--- src/rtl/mfseq_regs.svh ---
// timing constants and field positions for the manual function sequencer
// Function
// - start sequence on rising edge of any of five console key levels.
// - debounce each key with about 100 ms filter delay before acting.
// - initial manual state only while run is clear; nothing while running.
// - initial state sets first-state flip-flop and emits initial pulse.
// - initial state with inspect or store-word enables run clear at time three.
// - second manual pulse comes 2 us after the initial pulse.
// - second pulse sets second-state flop, which clears first-state flop.
// - third pulse 2 us after second; it clears the second-state flop.
// - final manual state level comes from cleared second-state flop.
// - every manual pulse lasts 150 ns, within 50 ns.
// - set-location initial pulse gives preset, clearing major state register.
// - set-location gates switches to bus, loads address then counter.
// - store-word initial pulse gives preset, clearing major state registers.
// - store-word first state gates counter to bus, loads address register.
// - store-word second state increments address into counter at third pulse.
// - every key but set-location emits memory start at third pulse.
// - store-word final state gates switch register onto bus.
// - buffer captures bus at time pulse two; write stores at address.
// - counter advance lets repeated store-word fill consecutive words.
// - same winding path read and write, current direction reversed.
// - Y line decoded from address bits 6 to 11; zero selects line 00.
// - inhibit active exactly where buffer bit is zero during write.
// - preset sets time state one and clears time states two to four.
`ifndef MFSEQ_REGS_SVH
`define MFSEQ_REGS_SVH
`define MFSEQ_CLK_MHZ 50
`define MFSEQ_FILTER_MS 100
`define MFSEQ_FILTER_CYC (`MFSEQ_FILTER_MS * 1000 * `MFSEQ_CLK_MHZ)
`define MFSEQ_GAP_US 2
`define MFSEQ_GAP_CYC (`MFSEQ_GAP_US * `MFSEQ_CLK_MHZ)
`define MFSEQ_PULSE_NS 150
`define MFSEQ_PULSE_CYC ((`MFSEQ_PULSE_NS * `MFSEQ_CLK_MHZ + 999) / 1000)
`define MFSEQ_KEY_SETLOC 0
`define MFSEQ_KEY_START 1
`define MFSEQ_KEY_INSPECT 2
`define MFSEQ_KEY_STORE 3
`define MFSEQ_KEY_RESUME 4
`define MFSEQ_YSEL_LSB 6
`endif

--- src/rtl/mfseq_pkg.sv ---
// types for the manual function sequencer
package mfseq_pkg;
   typedef enum logic [2:0] {
      MF_IDLE = 3'b000,
      MF_S0 = 3'b001,
      MF_S1 = 3'b010,
      MF_S2 = 3'b011,
      MF_WAIT_REL = 3'b100
   } mfseq_phase_type;
   typedef struct packed {
      logic set_location;
      logic start;
      logic inspect;
      logic store_word;
      logic resume;
   } mfseq_keys_type;
   typedef struct packed {
      logic switch_bus_gate;
      logic counter_bus_gate;
      logic address_reg_bus_gate;
      logic carry_insert;
      logic address_reg_strobe;
      logic counter_strobe;
      logic mem_start;
      logic preset;
      logic run_clear_enable;
   } mfseq_ctrl_type;
   typedef struct packed {
      logic read_drive;
      logic write_drive;
      logic [63:0] y_line;
      logic [11:0] inhibit;
   } mfseq_core_type;
endpackage

--- src/rtl/mfseq_top.sv ---
// manual function sequencer with register transfers and core drive selection
//
// The implementer's own choice: the placing of the registers.
`timescale 1ns/1ns
`default_nettype none
`include "mfseq_regs.svh"
module mfseq_top #(
   parameter int FILTER_CYC = `MFSEQ_FILTER_CYC,
   parameter int GAP_CYC = `MFSEQ_GAP_CYC,
   parameter int PULSE_CYC = `MFSEQ_PULSE_CYC
) (
   input wire logic core_clk_i,
   input wire logic rst_i,
   input wire mfseq_pkg::mfseq_keys_type keys_i,
   input wire logic run_i,
   input wire logic [11:0] switch_register_i,
   input wire logic [11:0] bus_i,
   input wire logic time_pulse_two_i,
   input wire logic mem_read_i,
   input wire logic mem_write_i,
   output logic manual_state_initial_o,
   output logic manual_state_first_o,
   output logic manual_state_second_o,
   output logic manual_state_final_o,
   output logic manual_pulse_initial_o,
   output logic manual_pulse_second_o,
   output logic manual_pulse_third_o,
   output mfseq_pkg::mfseq_ctrl_type ctrl_o,
   output logic time_state_one_o,
   output logic [2:0] time_state_clear_o,
   output logic [11:0] memory_address_register_o,
   output logic [11:0] program_counter_o,
   output logic [11:0] memory_buffer_o,
   output logic [11:0] major_bus_o,
   output mfseq_pkg::mfseq_core_type core_o
);
   import mfseq_pkg::*;

   typedef struct packed {
      logic [4:0] key_prev;
      logic [4:0] filt;
      logic [4:0][31:0] fcnt;
      mfseq_phase_type phase;
      logic [31:0] tcnt;
      logic [31:0] pcnt;
      logic [1:0] pulse_sel;
      logic first_ff;
      logic second_ff;
      logic [4:0] held;
      logic setloc_l;
      logic store_l;
      logic insp_store_l;
      logic [11:0] mar;
      logic [11:0] pc;
      logic [11:0] mb;
   } mfseq_state_type;

   mfseq_state_type st_r;
   mfseq_state_type st_nxt;
   logic [4:0] key_vec;
   logic [4:0] rise;
   mfseq_keys_type rise_k;
   logic edge_second;
   logic edge_third;
   logic pulse_on;
   logic [11:0] bus_mux;
   logic [63:0] y_dec;

   assign key_vec = keys_i;

   // filter about to rise: worked from registered state so the chain logic has no loop
   genvar g;
   generate
      for (g = 0; g < 5; g++) begin : g_filt
         assign rise[g] = key_vec[g] & (key_vec[g] == st_r.key_prev[g]) & ~st_r.filt[g] &
            (st_r.fcnt[g] >= 32'(FILTER_CYC - 1));
      end
   endgenerate
   // name the rising keys by field so bit order of the struct cannot be mixed up
   assign rise_k = rise;

   // pulse window active flag
   assign pulse_on = (st_r.pcnt != 32'h0);

   // bus source selection during manual states
   always_comb begin
      bus_mux = bus_i;
      if (ctrl_o.switch_bus_gate) begin
         bus_mux = switch_register_i;
      end else if (ctrl_o.counter_bus_gate) begin
         bus_mux = st_r.pc;
      end else if (ctrl_o.address_reg_bus_gate) begin
         bus_mux = st_r.mar + {11'h000, ctrl_o.carry_insert};
      end
   end

   // y axis one-hot decode from high address bits
   always_comb begin
      y_dec = 64'h0;
      y_dec[st_r.mar[11:`MFSEQ_YSEL_LSB]] = 1'b1;
   end

   // next-state logic for filters, chain and registers
   always_comb begin
      st_nxt = st_r;
      st_nxt.key_prev = key_vec;
      for (int i = 0; i < 5; i++) begin
         if (key_vec[i] != st_r.key_prev[i]) begin
            st_nxt.fcnt[i] = 32'h0;
         end else if (key_vec[i] != st_r.filt[i]) begin
            if (st_r.fcnt[i] >= 32'(FILTER_CYC - 1)) begin
               st_nxt.filt[i] = key_vec[i];
               st_nxt.fcnt[i] = 32'h0;
            end else begin
               st_nxt.fcnt[i] = st_r.fcnt[i] + 32'h1;
            end
         end else begin
            st_nxt.fcnt[i] = 32'h0;
         end
      end
      if (pulse_on) begin
         st_nxt.pcnt = st_r.pcnt - 32'h1;
      end
      unique case (st_r.phase)
         MF_IDLE: begin
            // presses while running are dropped, no levels or pulses
            if ((|rise) && !run_i) begin
               st_nxt.phase = MF_S0;
               st_nxt.held = rise;
               st_nxt.setloc_l = rise_k.set_location;
               st_nxt.store_l = rise_k.store_word;
               st_nxt.insp_store_l = rise_k.inspect | rise_k.store_word;
            end
         end
         MF_S0: begin
            // initial state lasts one cycle: set first flop, fire initial pulse
            st_nxt.first_ff = 1'b1;
            st_nxt.pcnt = 32'(PULSE_CYC);
            st_nxt.pulse_sel = 2'd0;
            st_nxt.tcnt = 32'h0;
            st_nxt.phase = MF_S1;
         end
         MF_S1: begin
            st_nxt.tcnt = st_r.tcnt + 32'h1;
            if (st_r.tcnt == 32'(GAP_CYC - 1)) begin
               st_nxt.second_ff = 1'b1;
               st_nxt.first_ff = 1'b0;
               st_nxt.pcnt = 32'(PULSE_CYC);
               st_nxt.pulse_sel = 2'd1;
               st_nxt.tcnt = 32'h0;
               st_nxt.phase = MF_S2;
            end
         end
         MF_S2: begin
            st_nxt.tcnt = st_r.tcnt + 32'h1;
            if (st_r.tcnt == 32'(GAP_CYC - 1)) begin
               st_nxt.second_ff = 1'b0;
               st_nxt.pcnt = 32'(PULSE_CYC);
               st_nxt.pulse_sel = 2'd2;
               st_nxt.phase = MF_WAIT_REL;
            end
         end
         MF_WAIT_REL: begin
            // wait for the pulse to end and the key to be released
            if (!pulse_on && ((st_r.filt & st_r.held) == 5'h0)) begin
               st_nxt.phase = MF_IDLE;
               st_nxt.held = 5'h0;
            end
         end
         default: st_nxt.phase = MF_IDLE;
      endcase
      // address and counter loads happen on the first cycle of the second and third pulses
      if (ctrl_o.address_reg_strobe) begin
         st_nxt.mar = bus_mux;
      end
      if (ctrl_o.counter_strobe) begin
         st_nxt.pc = bus_mux;
      end
      if (time_pulse_two_i) begin
         st_nxt.mb = bus_mux;
      end
   end

   always_ff @(posedge core_clk_i) begin
      if (rst_i) begin
         st_r <= '0;
      end else begin
         st_r <= st_nxt;
      end
   end

   // manual levels and pulses
   logic pulse_edge;
   assign pulse_edge = (st_r.pcnt == 32'(PULSE_CYC));
   assign manual_state_initial_o = (st_r.phase == MF_S0);
   assign manual_state_first_o = st_r.first_ff;
   assign manual_state_second_o = st_r.second_ff;
   // final level only meaningful once chain reached its end
   assign manual_state_final_o = ~st_r.second_ff & (st_r.phase == MF_WAIT_REL);
   assign manual_pulse_initial_o = pulse_on & (st_r.pulse_sel == 2'd0);
   assign manual_pulse_second_o = pulse_on & (st_r.pulse_sel == 2'd1);
   assign manual_pulse_third_o = pulse_on & (st_r.pulse_sel == 2'd2);

   // first cycle of a pulse still belongs to the state it ends, so gates hold over it
   assign edge_second = pulse_edge & (st_r.pulse_sel == 2'd1);
   assign edge_third = pulse_edge & (st_r.pulse_sel == 2'd2);

   // control gating; start and resume share the chain and memory start only
   always_comb begin
      ctrl_o = '0;
      ctrl_o.preset = manual_pulse_initial_o & (st_r.setloc_l | st_r.store_l);
      ctrl_o.run_clear_enable = manual_state_initial_o & st_r.insp_store_l;
      ctrl_o.switch_bus_gate = (st_r.setloc_l & (st_r.first_ff | st_r.second_ff | edge_third)) |
         (st_r.store_l & manual_state_final_o & ~edge_third);
      ctrl_o.counter_bus_gate = st_r.store_l & (st_r.first_ff | edge_second);
      ctrl_o.address_reg_bus_gate = st_r.store_l &
         ((st_r.second_ff & ~edge_second) | edge_third);
      ctrl_o.carry_insert = st_r.store_l &
         ((st_r.second_ff & ~edge_second) | edge_third);
      ctrl_o.address_reg_strobe = pulse_edge & (st_r.pulse_sel == 2'd1) &
         (st_r.setloc_l | st_r.store_l);
      ctrl_o.counter_strobe = pulse_edge & (st_r.pulse_sel == 2'd2) &
         (st_r.setloc_l | st_r.store_l);
      ctrl_o.mem_start = pulse_edge & (st_r.pulse_sel == 2'd2) &
         ~st_r.setloc_l;
   end

   // preset forces time state one and clears the others
   assign time_state_one_o = ctrl_o.preset;
   assign time_state_clear_o = {3{ctrl_o.preset}};

   assign memory_address_register_o = st_r.mar;
   assign program_counter_o = st_r.pc;
   assign memory_buffer_o = st_r.mb;
   assign major_bus_o = bus_mux;

   // same y line for read and write; only the current direction flips
   always_comb begin
      core_o.read_drive = mem_read_i & ~mem_write_i;
      core_o.write_drive = mem_write_i & ~mem_read_i;
      core_o.y_line = (mem_read_i | mem_write_i) ? y_dec : 64'h0;
      core_o.inhibit = mem_write_i ? ~st_r.mb : 12'h000;
   end
endmodule
`default_nettype wire

--- config.mk ---
export PLATFORM = sky130hd
export DESIGN_NAME = mfseq_top
export DESIGN_NICKNAME = d
export VERILOG_FILES = /design/src/rtl/mfseq_pkg.sv /design/src/rtl/mfseq_top.sv
export VERILOG_INCLUDE_DIRS = /design/src /design/src/rtl
export SDC_FILE = /design/constraint.sdc
export NUM_CORES = 1
export LEC_CHECK = 0
export BUFFER_PORTS_ARGS = -buffer_cell sky130_fd_sc_hd__buf_2
export CORE_MARGIN = 2
export CORE_UTILIZATION = 56
export DETAILED_ROUTE_END_ITERATION = 10
export GPL_ROUTABILITY_DRIVEN = 0
export PLACE_DENSITY = 0.82
export RECOVER_POWER = 25
export SYNTH_ARGS = -nofsm -noshare
export SYNTH_HDL_FRONTEND = slang
export SYNTH_SLANG_ARGS = --single-unit
--- constraint.sdc ---
create_clock -name core_clk_i -period 6.5 [get_ports core_clk_i]
set_input_delay 0.325 -clock core_clk_i [delete_from_list [all_inputs] [get_ports core_clk_i]]
set_output_delay 0.325 -clock core_clk_i [all_outputs]
set_load 0.02 [all_outputs]
==> metrics <==
dpl ws 1.90 ns; Slew Limit Fails 70; simple-gate area share of the yosys netlist 0.293; DR WL/cell 15.0 um; first-pass GRT wire length 49.7 mm; clock sinks 285; most common cell after layout, fill and taps aside nor2_1; crit start category flop; all-layer global routing usage 0.240; slack of the critical path 1.25 ns; async set-reset flop share out of synthesis 0; TritonCTS clock tree built; setup_tns 0 ns; highest metal layer with signal wires met5; Avg Cell Area, Syn 8.36 um^2; MaxCap Viol Count 1; Max H-tree Level 1; die height 157 um; row cnt 56; main combinational cell family by area after synthesis simple AND/OR/NAND/NOR gates; max_slew headroom -0.958; cts-stage hold buffer count 0; met2 wire len 14.5 mm; setup repair bufs after CTS 0; most frequent cells in the layout nor2_1, dfxtp_1, nand2_1, buf_2, xor2_1; Synth Instances 1,577; status finished with violations; DRT Wirelength 31.1 mm; placed cells 2,018; M1 WL 13.3 mm; CTS Buffer Depth 3; DR pass1 iterations 9; share of post-route cells with drive strength above 1 0.102; Synth Area in Compound Gates 0.0899; Design Area, Final 15,000 um^2; maximum clock frequency 190 MHz; top_reg_cell synth dfxtp_1; xor and xnor area share after synthesis 0.113; CP Class reg -> out; fin crit period 5.25 ns; P_leak 5.53 nW; DRT antenna net count 0; initial antenna violation count 2; Routed met3 length 2.10 mm; Iter 0 DRT Violations 845; insertion delay to the later sink of the worst-skew pair 0.55 ns; CP arrival 4.93 ns; CP endpoint kind output pin; skew final 0.0145 ns; synth unique cells 75; mux share of post-synthesis cell area 0.00617; Clock transition at path regs 0.06 ns; Initial Utilization 0.567; VDD IR max 0.273 mV; RSZ-0062 raised after global routing no; Seq/Total Area, Yosys 0.433; TritonCTS buffer count 29; Synth Cell Area 13,200 um^2; CTS resizes 0; Synth Register Bits 285; io pins 181; CP required 6.17 ns; failing checks max-capacitance violations, max-slew violations; Post-DP HPWL 22.1 mm; Root Driver clkbuf_16; nets 1,779; Final Hold Vio Count 0; period utilization 0.808; GRT overflow 0; core area 23,300 um^2; largest net degree at the start of global routing 70; Final Instance Count excl. Fillers 2,071; number of flops mapped to enable cells by yosys 0; worst slew pin tran 2.94 ns; setup violators final 0; DRC errors left 0; vias in the first global route 10,484; number of port buffers 180; drt via density 5.52; via count 11,425; Die Area 24,800 um^2; maximum fanout along the worst path 23; Pwr per Cell Area 313 nW/um^2; hold crit path type in -> reg; die width 157 um; Warnings, synthesis 0; total chip power 4.70 mW; Synth Area in Adders 0.0133; Synth-to-Final Area Change 13.9%; Post-DP Area 14,100 um^2
==> critical path, cell delays in order (launching register included) <==
cell and delay [ns]:
dfxtp_1 0.35, or4_1 0.58, or3_1 0.49, or4_1 0.68
a31oi_4 0.60, and2_1 0.23, ha_1 0.27, nand4_1 0.16
xor2_1 0.18, and2_1 0.18, o311a_1 0.36, nor2_1 0.12
buf_2 0.18
==> worst paths after layout <==
path                  start                  to  slack (ns)  depth (start not counted)
hold reg to reg   st_r[211]           st_r[211]        0.46                          1
hold / removal    keys_i[3]           st_r[283]        0.06                          2
setup / recovery   st_r[73]      major_bus_o[8]        1.25                         12
setup reg to reg   st_r[73]  memory_buffer_o[8]        2.01                         11
==> synthesized netlist by cell type (28+ instances only) <==
cell,n,area (um^2)
xor2_1,93,815
buf_4,41,308
inv_1,29,109
a21oi_1,31,155
nand3_1,75,375
nand2b_1,28,175
nor4_1,29,181
dfxtp_1,285,5710
xnor2_1,77,674
nor3_1,34,170
clkbuf_1,50,188
nor2_1,362,1360
nand4_1,29,181
and3_1,35,219
nor2b_1,32,200
nand2_1,101,379
==> per-layer routing <==
layer / vias up / GRT usage
met3: 84 / 0.0430
met2: 399 / 0.416
li1: 5616 / -
met1: 5324 / 0.299
met5: - / 0
met4: 2 / 0.0844
==> final cells by class <==
type	count	area, um^2
Tap cell	319	399
Timing Repair Buffer	181	801
Clock inverter	15	236
Sequential cell	285	5710
Antenna cell	1	2.50
Multi-Input combinational cell	1202	6970
Inverter	31	116
Fill cell	2002	8250
Clock buffer	37	786
==> power by group <==
group	switching [mW]	internal [mW]
Clock	0.685	1.09
Sequential	0.116	1.87
Combinational	0.589	0.359
==> cell families after synthesis <==
group / after synthesis
AO/OA/AOI/OAI: 158
XOR/XNOR: 170
adder cells (fa/ha/maj): 14
buffers and inverters: 134
flip-flops: 285
multiplexers: 8
other: 1
AND/OR/NAND/NOR: 807
==> sequential cells by signal (all words and copies together) (netlist names) <==
name                       flops
memory_buffer_o               12
program_counter_o             12
manual_state_first_o           1
manual_state_second_o          1
memory_address_register_o     12
st_r                         247
==> metrics by stage <==
step	hold slack, ns	util
floorplan	0.426	-
finish	0.0556	0.645
global placement	0.440	0.606
CTS	0.0434	0.650
detailed placement	0.444	0.606
global route	0.0619	0.645
(Power assumes the default switching activity.)
